$ cat config.mk
export PLATFORM = sky130hd
export DESIGN_NAME = ctr_top
export DESIGN_NICKNAME = d
export VERILOG_FILES = /design/src/hw/ctr_pkg.sv /design/src/hw/ctr_edge_det.sv /design/src/hw/ctr_prescaler.sv /design/src/hw/ctr_top.sv
export VERILOG_INCLUDE_DIRS = /design/src /design/src/hw
export SDC_FILE = /design/constraint.sdc
export NUM_CORES = 1
export LEC_CHECK = 0
export ABC_AREA = 1
export BUFFER_PORTS_ARGS = -buffer_cell sky130_fd_sc_hd__buf_2
export CORE_ASPECT_RATIO = 0.9
export CORE_MARGIN = 4
export CORE_UTILIZATION = 48
export CTS_CLUSTER_DIAMETER = 120
export DETAILED_ROUTE_END_ITERATION = 6
export HOLD_SLACK_MARGIN = 0.15
export PLACE_DENSITY = 0.77
export SLEW_MARGIN = 15
export SYNTH_ARGS = -nofsm -noshare
export SYNTH_HDL_FRONTEND = slang
export SYNTH_HIERARCHICAL = 1
export SYNTH_SLANG_ARGS = --single-unit
$ cat constraint.sdc
create_clock -name clock -period 2.3 [get_ports clock]
set_clock_uncertainty 0.1 [all_clocks]
set_input_delay 0 -clock clock [delete_from_list [all_inputs] [get_ports clock]]
set_output_delay 0 -clock clock [all_outputs]
set_load 0.02 [all_outputs]
$ cat src/hw/ctr_consts.svh
// ctr_consts.svh: offsets, field positions, reset values of the 16-bit counter block
// assumes: included by bare name from the package and design files
`ifndef CTR_CONSTS_SVH
`define CTR_CONSTS_SVH
// register indices; each register is one word, byte address is four times the index
`define CTR_OFF_INTCTL 6'h0B
`define CTR_OFF_CTL 6'h10
`define CTR_OFF_LOW 6'h0E
`define CTR_OFF_HIGH 6'h0F
`define CTR_OFF_FLAG 6'h0C
`define CTR_OFF_EN 6'h0D
`define CTR_OFF_IRQ_STAT 6'h11
`define CTR_OFF_IRQ_MASK 6'h12
`define CTR_OFF_MISC 6'h13
// byte addresses seen on the register bus
`define CTR_ADDR_INTCTL 8'h2C
`define CTR_ADDR_FLAG 8'h30
`define CTR_ADDR_EN 8'h34
`define CTR_ADDR_LOW 8'h38
`define CTR_ADDR_HIGH 8'h3C
`define CTR_ADDR_CTL 8'h40
`define CTR_ADDR_IRQ_STAT 8'h44
`define CTR_ADDR_IRQ_MASK 8'h48
`define CTR_ADDR_MISC 8'h4C
`define CTR_ADDR_UNMAPPED 8'hFC
`define CTR_BIT_GIE 7
`define CTR_BIT_PERIPHERAL_IRQ_ENABLE 6
`define CTR_BIT_OVF 0
`define CTR_BIT_ON 0
`define CTR_BIT_CS 1
`define CTR_BIT_SYNCDIS 2
`define CTR_BIT_OSCEN 3
`define CTR_BIT_PS_LO 4
`define CTR_BIT_GATE_EN 6
`define CTR_RST_BYTE 8'h00
`define CTR_MAX_COUNT 16'hFFFF
`define CTR_AXI_OKAY 2'b00
`define CTR_AXI_SLVERR 2'b10
`endif

$ cat src/hw/ctr_pkg.sv
// ctr_pkg.sv: types of the gated 16-bit counter block
// assumes: consts header is on the include path
`include "ctr_consts.svh"
package ctr_pkg;
  typedef struct packed {
    logic gate_en;
    logic [1:0] prescale_select;
    logic osc_en;
    logic sync_disable;
    logic ext_sel;
    logic counter_enable;
  } ctr_ctl_s;
  typedef struct packed {
    logic count_clock_pin;
    logic crystal_clock;
    logic count_gate_n;
    logic internal_oscillator_no_clock_output_pin;
  } ctr_pins_s;
  typedef enum logic [1:0] {ctr_wait_fall, ctr_armed} ctr_edge_e;
endpackage : ctr_pkg

$ cat src/hw/ctr_edge_det.sv
// ctr_edge_det.sv: rising edge finder for the external count clock
// assumes: raw input is synchronous or async; sync path uses two flops
`timescale 1ns/1ps
module ctr_edge_det (
  input wire logic clock,
  input wire logic resetn,
  input wire logic ce,
  input wire logic raw,
  input wire logic sync_disable,
  input wire logic clear_arm,
  output logic rise
);
  logic s1_r, s2_r, prev_r;
  ctr_pkg::ctr_edge_e st_r;
  wire logic smp = sync_disable ? raw : s2_r;
  // two-flop synchroniser, then edge history
  always_ff @(posedge clock) begin
    if (!resetn) begin
      s1_r <= 1'b0;
      s2_r <= 1'b0;
      prev_r <= 1'b0;
      st_r <= ctr_pkg::ctr_wait_fall;
    end else if (ce) begin
      s1_r <= raw;
      s2_r <= s1_r;
      prev_r <= smp;
      if (clear_arm) st_r <= ctr_pkg::ctr_wait_fall;
      else if (prev_r && !smp) st_r <= ctr_pkg::ctr_armed;
    end
  end
  // first rising edge counts only after a falling edge was seen
  assign rise = (st_r == ctr_pkg::ctr_armed) && !prev_r && smp;
endmodule : ctr_edge_det

$ cat src/hw/ctr_prescaler.sv
// ctr_prescaler.sv: hidden divide-by 1/2/4/8 in front of the counter
// assumes: tick pulses are one cycle wide
`timescale 1ns/1ps
module ctr_prescaler #(
  parameter int PS_W = 3
) (
  input wire logic clock,
  input wire logic resetn,
  input wire logic ce,
  input wire logic tick,
  input wire logic clear,
  input wire logic [1:0] prescale_select,
  output logic out_tick
);
  // refuse a counter too narrow for the 1:8 ratio
  if (PS_W < 3) begin : g_ps_w_check
    $error("prescaler too narrow");
  end
  logic [PS_W-1:0] cnt_r;
  wire logic [PS_W-1:0] lim = PS_W'((1 << prescale_select) - 1);
  // count ticks, emit one per ratio
  always_ff @(posedge clock) begin
    if (!resetn) cnt_r <= '0;
    else if (ce) begin
      if (clear) cnt_r <= '0;
      else if (tick) cnt_r <= (cnt_r >= lim) ? '0 : cnt_r + 1'b1;
    end
  end
  assign out_tick = tick && (cnt_r >= lim) && !clear;
endmodule : ctr_prescaler

$ cat src/hw/ctr_top.sv
// ctr_top.sv: gated 16-bit timer/counter with AXI4-Lite register slave
// assumes: single clock at 200 MHz, pins synchronous unless sync disabled
`timescale 1ns/1ps
`include "ctr_consts.svh"
module ctr_top (
  input wire logic clock,
  input wire logic resetn,
  input wire logic ce,
  input wire logic instr_tick,
  input wire logic sleep,
  input wire ctr_pkg::ctr_pins_s pins,
  input wire logic [7:0] s_axi_awaddr,
  input wire logic s_axi_awvalid,
  output logic s_axi_awready,
  input wire logic [31:0] s_axi_wdata,
  input wire logic [3:0] s_axi_wstrb,
  input wire logic s_axi_wvalid,
  output logic s_axi_wready,
  output logic [1:0] s_axi_bresp,
  output logic s_axi_bvalid,
  input wire logic s_axi_bready,
  input wire logic [7:0] s_axi_araddr,
  input wire logic s_axi_arvalid,
  output logic s_axi_arready,
  output logic [31:0] s_axi_rdata,
  output logic [1:0] s_axi_rresp,
  output logic s_axi_rvalid,
  input wire logic s_axi_rready,
  output logic irq,
  output logic overflow_irq,
  output logic wake
);
  // register state
  logic [15:0] count_r;
  ctr_pkg::ctr_ctl_s ctl_r;
  logic [7:0] intctl_r;
  logic flag_r, en_r;
  logic [1:0] stat_r, mask_r;
  logic [7:0] awaddr_r;
  logic aw_have_r, w_have_r;
  logic [31:0] wdata_r;
  logic [3:0] wstrb_r;
  // write channel capture, either order
  assign s_axi_awready = !aw_have_r && !s_axi_bvalid;
  assign s_axi_wready = !w_have_r && !s_axi_bvalid;
  wire logic aw_take = s_axi_awvalid && s_axi_awready;
  wire logic w_take = s_axi_wvalid && s_axi_wready;
  wire logic wr_do = aw_have_r && w_have_r;
  always_ff @(posedge clock) begin
    if (!resetn) begin
      aw_have_r <= 1'b0;
      w_have_r <= 1'b0;
      awaddr_r <= 8'h00;
      wdata_r <= 32'h0000_0000;
      wstrb_r <= 4'h0;
    end else if (ce) begin
      if (aw_take) begin
        aw_have_r <= 1'b1;
        awaddr_r <= s_axi_awaddr;
      end
      if (w_take) begin
        w_have_r <= 1'b1;
        wdata_r <= s_axi_wdata;
        wstrb_r <= s_axi_wstrb;
      end
      if (wr_do) begin
        aw_have_r <= 1'b0;
        w_have_r <= 1'b0;
      end
    end
  end
  // register index is the byte address over four
  wire logic [5:0] wa = awaddr_r[7:2];
  wire logic wbyte = wstrb_r[0];
  wire logic [7:0] wd = wdata_r[7:0];
  wire logic wr_low = wr_do && wbyte && wa == `CTR_OFF_LOW;
  wire logic wr_high = wr_do && wbyte && wa == `CTR_OFF_HIGH;
  wire logic wr_ctl = wr_do && wbyte && wa == `CTR_OFF_CTL;
  wire logic wr_int = wr_do && wbyte && wa == `CTR_OFF_INTCTL;
  wire logic wr_flag = wr_do && wbyte && wa == `CTR_OFF_FLAG;
  wire logic wr_en = wr_do && wbyte && wa == `CTR_OFF_EN;
  wire logic wr_stat = wr_do && wbyte && wa == `CTR_OFF_IRQ_STAT;
  wire logic wr_mask = wr_do && wbyte && wa == `CTR_OFF_IRQ_MASK;
  wire logic wr_hit = wa == `CTR_OFF_LOW || wa == `CTR_OFF_HIGH || wa == `CTR_OFF_CTL ||
    wa == `CTR_OFF_INTCTL || wa == `CTR_OFF_FLAG || wa == `CTR_OFF_EN ||
    wa == `CTR_OFF_IRQ_STAT || wa == `CTR_OFF_IRQ_MASK || wa == `CTR_OFF_MISC;
  // write response
  always_ff @(posedge clock) begin
    if (!resetn) begin
      s_axi_bvalid <= 1'b0;
      s_axi_bresp <= `CTR_AXI_OKAY;
    end else if (ce) begin
      if (wr_do) begin
        s_axi_bvalid <= 1'b1;
        s_axi_bresp <= wr_hit ? `CTR_AXI_OKAY : `CTR_AXI_SLVERR;
      end else if (s_axi_bready) s_axi_bvalid <= 1'b0;
    end
  end
  // count source selection and gating
  wire logic crystal_ok = ctl_r.osc_en && pins.internal_oscillator_no_clock_output_pin;
  wire logic ext_raw = crystal_ok ? pins.crystal_clock : pins.count_clock_pin;
  wire logic async_mode = ctl_r.ext_sel && ctl_r.sync_disable;
  wire logic ext_rise;
  wire logic byte_wr = wr_low || wr_high;
  ctr_edge_det u_edge (
    .clock(clock),
    .resetn(resetn),
    .ce(ce),
    .raw(ext_raw),
    .sync_disable(ctl_r.sync_disable),
    .clear_arm(!ctl_r.counter_enable),
    .rise(ext_rise)
  );
  wire logic gate_open = !ctl_r.gate_en || !pins.count_gate_n;
  // sync modes stop in sleep; async keeps counting
  wire logic src_tick = ctl_r.ext_sel ? ext_rise && (async_mode || !sleep)
    : instr_tick && !sleep;
  wire logic run_tick = src_tick && gate_open && ctl_r.counter_enable;
  wire logic inc;
  ctr_prescaler #(.PS_W(3)) u_ps (
    .clock(clock),
    .resetn(resetn),
    .ce(ce),
    .tick(run_tick),
    .clear(byte_wr),
    .prescale_select(ctl_r.prescale_select),
    .out_tick(inc)
  );
  wire logic wrap = inc && !byte_wr && count_r == `CTR_MAX_COUNT;
  // the counter itself; byte writes win over increments
  always_ff @(posedge clock) begin
    if (!resetn) count_r <= {`CTR_RST_BYTE, `CTR_RST_BYTE};
    else if (ce) begin
      if (wr_low) count_r[7:0] <= wd;
      else if (wr_high) count_r[15:8] <= wd;
      else if (inc) count_r <= count_r + 16'h0001;
    end
  end
  // control registers
  always_ff @(posedge clock) begin
    if (!resetn) begin
      ctl_r <= '0;
      intctl_r <= `CTR_RST_BYTE;
      en_r <= 1'b0;
      mask_r <= 2'b00;
    end else if (ce) begin
      if (wr_ctl) ctl_r <= wd[6:0];
      if (wr_int) intctl_r <= wd;
      if (wr_en) en_r <= wd[`CTR_BIT_OVF];
      if (wr_mask) mask_r <= wd[1:0];
    end
  end
  // overflow flag: set wins over software clear
  always_ff @(posedge clock) begin
    if (!resetn) flag_r <= 1'b0;
    else if (ce) begin
      if (wrap) flag_r <= 1'b1;
      else if (wr_flag) flag_r <= wd[`CTR_BIT_OVF];
    end
  end
  // sticky block status: bit0 overflow, bit1 wake; write one clears
  wire logic wake_ev = wrap && sleep && async_mode;
  wire logic [1:0] stat_set = {wake_ev, wrap};
  always_ff @(posedge clock) begin
    if (!resetn) stat_r <= 2'b00;
    else if (ce) stat_r <= stat_set | (stat_r & ~(wr_stat ? wd[1:0] : 2'b00));
  end
  assign irq = |(stat_r & mask_r);
  assign overflow_irq = flag_r && en_r && intctl_r[`CTR_BIT_PERIPHERAL_IRQ_ENABLE]
    && intctl_r[`CTR_BIT_GIE];
  assign wake = stat_r[1] && sleep;
  // read channel
  wire logic [5:0] ra = s_axi_araddr[7:2];
  wire logic [31:0] rmux =
    ra == `CTR_OFF_LOW ? {24'h00_0000, count_r[7:0]} :
    ra == `CTR_OFF_HIGH ? {24'h00_0000, count_r[15:8]} :
    ra == `CTR_OFF_CTL ? {25'h000_0000, ctl_r} :
    ra == `CTR_OFF_INTCTL ? {24'h00_0000, intctl_r} :
    ra == `CTR_OFF_FLAG ? {31'h0000_0000, flag_r} :
    ra == `CTR_OFF_EN ? {31'h0000_0000, en_r} :
    ra == `CTR_OFF_IRQ_STAT ? {30'h0000_0000, stat_r} :
    ra == `CTR_OFF_IRQ_MASK ? {30'h0000_0000, mask_r} :
    ra == `CTR_OFF_MISC ? {30'h0000_0000, sleep, async_mode} : 32'h0000_0000;
  wire logic rd_hit = ra == `CTR_OFF_LOW || ra == `CTR_OFF_HIGH || ra == `CTR_OFF_CTL ||
    ra == `CTR_OFF_INTCTL || ra == `CTR_OFF_FLAG || ra == `CTR_OFF_EN ||
    ra == `CTR_OFF_IRQ_STAT || ra == `CTR_OFF_IRQ_MASK || ra == `CTR_OFF_MISC;
  assign s_axi_arready = !s_axi_rvalid;
  always_ff @(posedge clock) begin
    if (!resetn) begin
      s_axi_rvalid <= 1'b0;
      s_axi_rdata <= 32'h0000_0000;
      s_axi_rresp <= `CTR_AXI_OKAY;
    end else if (ce) begin
      if (s_axi_arvalid && s_axi_arready) begin
        s_axi_rvalid <= 1'b1;
        s_axi_rdata <= rmux;
        s_axi_rresp <= rd_hit ? `CTR_AXI_OKAY : `CTR_AXI_SLVERR;
      end else if (s_axi_rready) s_axi_rvalid <= 1'b0;
    end
  end
endmodule : ctr_top

; Word level (Yosys, flattened, before mapping)
; Index checks and enable logic that the tools add are counted.
[totals]
regBits = 102
in_bits = 66
out_inout_bits = 44
wordCells = 183
[op_classes]
n_addsub = 3
n_lt_le_gt_ge = 1
eq_ne = 22
shift = 1
n_mux = 34
n_bitwise = 5
n_reduce_logical = 89
[op_table]
columns = op, count
row1 = $eq 6x4->1 const B, 10
row2 = $mux 8, 7
row3 = $eq 6x5->1 const B, 8
row4 = $logic_and 1x1->1, 34
row5 = $reduce_and 2->1, 15
row6 = $mux 2, 10
row7 = $logic_or 1x1->1, 19
row8 = $add 16x1->16 const B, 1
row9 = $eq 16x16->1 const B, 1
row10 = $mux 16, 1
row11 = $reduce_bool 2->1, 8
row12 = $mux 1, 13
row13 = $logic_not 1->1, 10
row14 = $mux 3, 3
row15 = $reduce_and 3->1, 2
row16 = $and 2x2->2, 2
row17 = $add 3x1->3 const B, 1
row18 = $ge 3x3->1, 1
row19 = $shl 1x2->3 const A, 1
row20 = $sub 3x2->3 const B, 1
row21 = $eq 2x1->1 const B, 1
row22 = $ne 2x1->1 const B, 1
row23 = $ne 2x2->1 const B, 1
row24 = $not 2->2, 1
row25 = 3 further kinds, 3

; Depth between registers and ports, before layout
; Gate-level depths: netlist of the first run.
[depth]
depth_word = 15
mapped_depth = 16
depth_no_buf = 16

; Modules after synthesis
; The synthesis of the first run kept the hierarchy.
[modules_own_cells]
columns = module, instances, cells_per_inst, area_each_um2, seq_area_each_um2
row1 = ctr_top, 1, 544, 3719.8, 1321.3
row2 = ctr_prescaler, 1, 44, 270.3, 60.1
row3 = ctr_edge_det, 1, 28, 190.2, 80.1

; Least setup slack after synthesis of the first run
; No wires, ideal clock.
[synth_path]
path_type = flip-flop to flip-flop
from = register ctl_r[3] (netlist bit)
to = register count_r[5]
setup_ps = 69
arrival_time_ps = 2110
required_ps = 2131
slack_ps = 22
stages_incl_launch_ff = 14
path_buffers = 1
period_less_slack_ps = 2278
path_cell_list = dfxtp_1 a21oi_1 a31oi_1 nand2_1 a21oi_1 o21ai_0 a211oi_1 nand2_1 nor2_1 nand2_1 a21oi_2 buf_6 nand2_1 a21oi_2
[synth_via]
elab_chain_cells = 12
[synth_rtl]
columns = item, line
row1 = start: declaration, ctr_top.sv:35  ; ctr_pkg::ctr_ctl_s ctl_r;
row2 = start signal: assignment, ctr_top.sv:147  ; if (wr_ctl) ctl_r <= wd[6:0];
row3 = $logic_and 1x1->1, ctr_top.sv:100  ; wire logic crystal_ok = ctl_r.osc_en && pins.internal_oscillator_no_clock_output_pin;
row4 = $mux 1, ctr_top.sv:101  ; wire logic ext_raw = crystal_ok ? pins.crystal_clock : pins.count_clock_pin;
row5 = net ext_raw, ctr_top.sv:101
row6 = $mux 1, ctr_edge_det.sv:15  ; wire logic smp = sync_disable ? raw : s2_r;
row7 = $logic_and 1x1->1, ctr_edge_det.sv:32  ; assign rise = (st_r == ctr_pkg::ctr_armed) && !prev_r && smp;
row8 = net ext_rise, ctr_top.sv:103  ; wire logic ext_rise;
row9 = $logic_and 1x1->1, ctr_top.sv:116  ; wire logic src_tick = ctl_r.ext_sel ? ext_rise && (async_mode || !sleep)
row10 = $mux 1, ctr_top.sv:116
row11 = $logic_and 1x1->1 (2 in a row), ctr_top.sv:118  ; wire logic run_tick = src_tick && gate_open && ctl_r.counter_enable;
row12 = net run_tick, ctr_top.sv:118
row13 = $logic_and 1x1->1 (2 in a row), ctr_prescaler.sv:29  ; assign out_tick = tick && (cnt_r >= lim) && !clear;
row14 = net inc, ctr_top.sv:119  ; wire logic inc;
row15 = $reduce_bool 2->1 (no line), n/a
row16 = $reduce_and 3->1 (no line), n/a
row17 = end signal: assignment, ctr_top.sv:132  ; if (!resetn) count_r <= {`CTR_RST_BYTE, `CTR_RST_BYTE};
row18 = end signal: assignment, ctr_top.sv:134  ; if (wr_low) count_r[7:0] <= wd;
row19 = end signal: assignment, ctr_top.sv:136  ; else if (inc) count_r <= count_r + 16'h0001;
row20 = end: declaration, ctr_top.sv:34  ; logic [15:0] count_r;
; The timed path passes the listed nets, and every way through them passes these cells.
; A chain may end at the register's enable or synchronous reset.

; Final worst setup path of the first run
[layout_path]
from = register ctl_r[3] (netlist bit)
to = register count_r[3]
; The elaborated chain is that of the path after synthesis.

==> results.ini, run 1 <==
[layout]
drive_above_1_share=0.209
n_antenna_cell=0
fin_util=0.628
area_growth_syn_to_layout_pct=28.0
fill_cells=743
layout.nets=808

[sta]
finalHoldViolations=0
period_minus_slack_ns=2.30
timing.final.ws_setup_ns=-0.000208
setup_viol=1
worst_pin_slew_ns=0.604
max_slew_margin=0.596
fin_crit_sh=1.00
slew_violations=0
grt_setup_unrepaired=true
fmax_mhz=435

[run]
maxCapViolCount=0

[worst_hold_path]
hp-start=s_axi_araddr[6]
min_to=s_axi_rdata[5]
hold_depth=6
holdCritPathClass=input pin to flip-flop

[placement]
port-buffer-count=52
dp.final_hpwl_um=8290
gp_congestion=0.926
post-place-ws_ns=-0.130

[power_and_ir_drop]
power.total_uw=2580
leakage_uw=0.00232
ir_drop_v=0.000348
power.density_nw_per_um2=481
swShare=0.275
power_frac_seq=0.513
clock_power_share=0.351
internal_power_uw=1870
comb_power_share=0.136
power_switching_uw=708

[global_routing]
gr-total-overflow=0
antenna_found_initial=0
gr-usage-all-layers=0.239
grt_pass1_vias=4186
grt_max_degree=48
grt_pass1_wl_um=19500

[logic_synthesis]
synth_area_leaders=dfxtp_1 (35%), nand2_1 (9.3%), o21ai_0 (7.5%)
synth_cell_types=40
syn_inst=616
synth_ff_type=dfxtp_1
synth.most_common_cell=nand2_1
yosysTopAreaCell=dfxtp_1
yosysWarnings=6
synth_seq_cells=73
synth_edf_count=0
syn_area_per_cell_um2=6.79
netlist_area_um2=4180
synth_seq_area_share=0.350
synth_commonest_cells=nand2_1 (104), nor2_1 (78), inv_1 (75)
async_flop_share=0
synth_top_area_share=0.350

[cts]
clk_latency_ns=0.36
cts_tree=yes
clock_tree.buffer_depth=2
clk_pin_slew_ns=0.08
htree_levels=3
cts_buffers=9
cts_root_buf=clkbuf_8
cts_sinks=73

[worst_setup_path]
end_kind=flip-flop
crit_path_max_fanout=5
path_cells=a21oi_2 > a31oi_2 > nand2_1 > a21oi_2 > o21ai_1 > a211oi_2 > buf_4 > nand2_4 > nor2_4 > nand2_2 > a21oi_4 > buf_6 > buf_4 > a21oi_2
critPathKind=flip-flop to flip-flop
crit_family=compound AO/OA/AOI/OAI gates
r2r_cells=14
path_depth=14
cp.required_ns=2.44
cp_num_buf_inv=3
startpoint_type=flip-flop
r2r-end=count_r[3]
slowest_stage=dfxtp_2
cp.arrival_ns=2.44
rr_startpoint=ctl_r[3]
regToRegSetupSlack_ns=-0.0002
cp_common_cell=a21oi_2
crit_path_max_incr_delay_ns=0.36

[routing]
drc_errors=0
wl_um=12300
first_pass_iters=5
ant_nets=0
drtIter0Drc=311
route.vias.total=4545
vias_per_cell=5.29
wl_per_cell_um=14.3

[floorplanning]
core_um2=8530
die_h_um=96.5
start_util=0.490
die_w_um=106
num_rows=32
io_pins=110
die-area_um2=10300

[status]
status=finished with violations
violations=setup timing

[kinds of logic after synthesis]
kind of cell    count (synthesis)  share of synthesized area
compound gates                137                      0.185
buf+inv                       124                      0.144
flops                          73                      0.350
fa+ha+maj                       5                     0.0150
simple gates                  271                      0.295
other cells                     1                   0.000897
xor+xnor                        5                     0.0105
[registers in the layout, indices dropped and copies added, names as in the netlist, 2 cells and up]
register,flops
awaddr_r,6
intctl_r,8
u_ps/cnt_r,3
mask_r,2
wdata_r,8
stat_r,2
ctl_r,7
count_r,16
s_axi_rdata,8
[cells in the final DEF (no fill, tap or decap), types with 11 or more instances in the layout]
master,Yosys,final
nand2_1,104,101
nor2_1,78,75
inv_1,75,74
dfxtp_1,73,72
o21ai_0,63,57
buf_2,0,52
a21oi_1,45,41
dlygate4sd3_1,0,41
nand3_1,40,36
buf_4,28,27
conb_1,1,26
nand4_1,15,15
nor3_1,11,11
clkbuf_8,0,11
[metal layers]
layer / track usage / vias up / share of wire
li1: - / 2211 / -
met1: 0.310 / 2098 / 0.43
met2: 0.397 / 204 / 0.47
met3: 0.0458 / 32 / 0.085
met4: 0.0971 / 0 / 0.023
met5: 0 / - / 0
[worst reg2reg max path: stages (launching register included)]
cell and delay (ns):
dfxtp_2 0.36, a21oi_2 0.06, a31oi_2 0.17, nand2_1 0.11, a21oi_2 0.15, o21ai_1 0.10, a211oi_2 0.23, buf_4 0.17
nand2_4 0.05, nor2_4 0.09, nand2_2 0.08, a21oi_4 0.20, buf_6 0.16, buf_4 0.11, a21oi_2 0.04
[power groups by stage]
stage	clock network [uW]	logic, uW	registers, uW
2_1_floorplan	0	198	1350
3_3_place_gp	0	259	1350
3_5_place_dp	0	265	1350
4_1_cts	905	328	1320
5_1_grt	951	380	1330
6_report	904	350	1320
[how the worst max path moves through the flow]
stage | from | to | slack (ns)
2_1_floorplan | ctl_r[3] | count_r[5] | 0.02
3_3_place_gp | ctl_r[3] | count_r[5] | -0.03
3_5_place_dp | ctl_r[3] | count_r[3] | -0.13
4_1_cts | ctl_r[3] | count_r[3] | -0.005
5_1_grt | ctl_r[3] | count_r[3] | -0.16
6_report | ctl_r[3] | count_r[3] | -0.0002
[layout make-up]
class	count	area (um2)	area share
Timing Repair inverter	1	8.76	0.00164
Tap cell	119	149	0.0278
Timing Repair Buffer	124	918	0.172
Inverter	84	323	0.0603
Multi-Input combinational cell	444	2330	0.435
Sequential cell	73	1460	0.273
Clock buffer	14	163	0.0304
[metrics by stage]
| step | TNS [ns] | instance area [um2] | cells | hold WS (ns) |
|---|---|---|---|---|
| finish | -0.000208 | 5350 | 859 | 0.153 |
| global route | -2.40 | 5350 | 859 | 0.213 |
| CTS | -0.0151 | 5240 | 855 | 0.150 |
| detailed placement | -1.15 | 4510 | 787 | 0.161 |
| global placement | -0.151 | 4510 | 787 | 0.149 |
| floorplan | 0 | 4270 | 641 | 0.0258 |
[repair_timing]
item	CTS	global route
gates resized for setup	21	22
hold buffers	40	1
setup buffers	14	3
endpoints found under the setup margin	16	25
gates cloned	1	1
endpoints found under the hold margin	60	5
pin swaps	11	13
(Power assumes the default switching activity.)
==> inputs of run 2 (changes only) <==
SETUP_SLACK_MARGIN = 0.05   (was default)
==> run 2 against run 1 <==
- the run now ends clean
- combinational power fell by 3%
- critical path depth fell by 1
- die area stayed put
- utilization down 1.2 points
- setup slack improved by 0.018 ns
- register-to-register slack gained 0.02 ns
- sequential cell count is the same
- global-route usage up 0.19 points
- largest cell class unchanged
==> results.ini, run 2 (synthesis gave the netlist of run 1 again) <==
[status]
status=finished, final reports clean

[floorplanning]
start_util=0.490
die_h_um=96.5
num_rows=32
die_w_um=106
io_pins=110
die-area_um2=10300
core_um2=8530

[worst_hold_path]
holdCritPathClass=input pin to flip-flop
hp-start=pins[3]
hold_depth=7
min_to=u_edge/s1_r

[power_and_ir_drop]
power.density_nw_per_um2=517
ir_drop_v=0.000451
leakage_uw=0.00226

[sta]
period_minus_slack_ns=2.28
finalHoldViolations=0
worst_pin_slew_ns=1.03
fin_tns_setup_ns=0
grt_setup_unrepaired=true
max_slew_margin=0.310
slew_violations=0
fmax_mhz=438
fin_crit_sh=0.992
hold_slack_ns=0.201
setup_viol=0

[global_routing]
antenna_found_initial=0
grt_pass1_vias=4202
gr-total-overflow=0
grt_max_degree=48
grt_pass1_wl_um=19700
gr-usage-all-layers=0.241

[layout]
final_cell_mix=nand2_1 (99), nor2_1 (77), inv_1 (73), dfxtp_1 (71), o21ai_0 (60)
drive_above_1_share=0.194
layout_commonest_cell=nand2_1
largest_register=count_r
largest_reg_flops=16
n_antenna_cell=0
area_growth_syn_to_layout_pct=25.6
layout.nets=793

[run]
maxCapViolCount=0

[cts]
cts_buffers=9
clk_latency_ns=0.35
cts_root_buf=clkbuf_8
cts_tree=yes
clk_pin_slew_ns=0.08
cts_sinks=73
clock_tree.buffer_depth=2
htree_levels=3

[worst_setup_path]
critPathKind=flip-flop to flip-flop
slowest_stage=dfxtp_2
r2r_cells=13
crit_path_max_incr_delay_ns=0.36
cp.required_ns=2.49
rr_startpoint=ctl_r[3]
path_cells=a21oi_2 > a31oi_2 > nand2_1 > a21oi_1 > o21ai_1 > a211oi_2 > nand2_2 > nor2_4 > nand2_2 > a21oi_4 > buf_6 > o21ai_2 > a21oi_2
startpoint_type=flip-flop
regToRegSetupSlack_ns=0.02
cp_num_buf_inv=1
r2r-end=count_r[3]
crit_family=compound AO/OA/AOI/OAI gates
crit_path_max_fanout=6
end_kind=flip-flop
cp.arrival_ns=2.48

[routing]
first_pass_iters=5
ant_nets=0
route.vias.total=4454
drtIter0Drc=305
wl_um=12400
vias_per_cell=5.27
wl_per_cell_um=14.6
drc_errors=0

[placement]
dp.final_hpwl_um=8450
gp_congestion=0.973
port-buffer-count=52

==> run 2: cell count changes in the layout (fill, tap and decap cells not counted), moves of 3 or more <==
cell and change:
buf_4 -15, o21ai_0 +3, clkbuf_1 -3, nand2_2 +3
clkinvlp_4 +3
==> run 2: repair_timing <==
item                                    CTS  global route
gates resized for setup                  18            15
hold buffers                             41             1
cloned                                    0             1
setup buffers                             4             0
endpoints found under the hold margin    42            10
pin swaps                                 8            10
endpoints found under the setup margin   17            24
==> run 2: worst max-delay path by stage <==
stage,startpoint,to,depth (start not counted)
6_report,ctl_r[3],count_r[3],13
5_1_grt,ctl_r[3],count_r[6],13
4_1_cts,ctl_r[3],count_r[6],13
3_5_place_dp,ctl_r[3],count_r[2],13
3_3_place_gp,ctl_r[3],count_r[2],13
2_1_floorplan,ctl_r[3],count_r[5],13
==> run 2: metrics by stage <==
step | instances | cell area [um2] | setup WS (ns) | total power [uW] | utilization
finish | 845 | 5250 | 0.0175 | 2710 | 0.616
detailed placement | 783 | 4490 | -0.0374 | 1610 | 0.526
global route | 845 | 5250 | -0.0990 | 2810 | 0.616
CTS | 843 | 5180 | 0.0240 | 2700 | 0.607
global placement | 783 | 4490 | 0.0873 | 1610 | 0.526
floorplan | 641 | 4280 | 0.152 | 1550 | -
==> run 2: cell type report <==
cell class	count	area, um2
clock buffers	11	151
clock inverters	4	52.6
fillers	777	3280
inverters	84	323
multi-input cells	444	2300
flip-flops and latches	73	1460
well taps	119	149
repair buffers	109	805
repair inverters	1	8.76
==> run 2: power by group <==
part	switching (uW)	leakage, uW	total [uW]	internal [uW]
Clock	497	0.0000937	1050	554
Sequential	25.0	0.000594	1320	1300
Combinational	217	0.00157	340	123
==> run 2: tightest hold or removal path: stages <==
cell and delay, ns:
buf_2 0.08, a21oi_2 0.03, a31oi_2 0.18, buf_4 0.13, buf_4 0.09, nor2_1 0.04, nor2_1 0.08
==> run 2: metal layers <==
| metal | global-route usage | routed length, um | vias to the layer above | part of all wire |
|---|---|---|---|---|
| met1 | 0.305 | 5290 | 2074 | 0.43 |
| met4 | 0.0863 | 290 | 0 | 0.023 |
| met3 | 0.0498 | 947 | 28 | 0.077 |
| li1 | - | - | 2184 | - |
| met2 | 0.412 | 5830 | 168 | 0.47 |
| met5 | 0 | 0 | - | 0 |
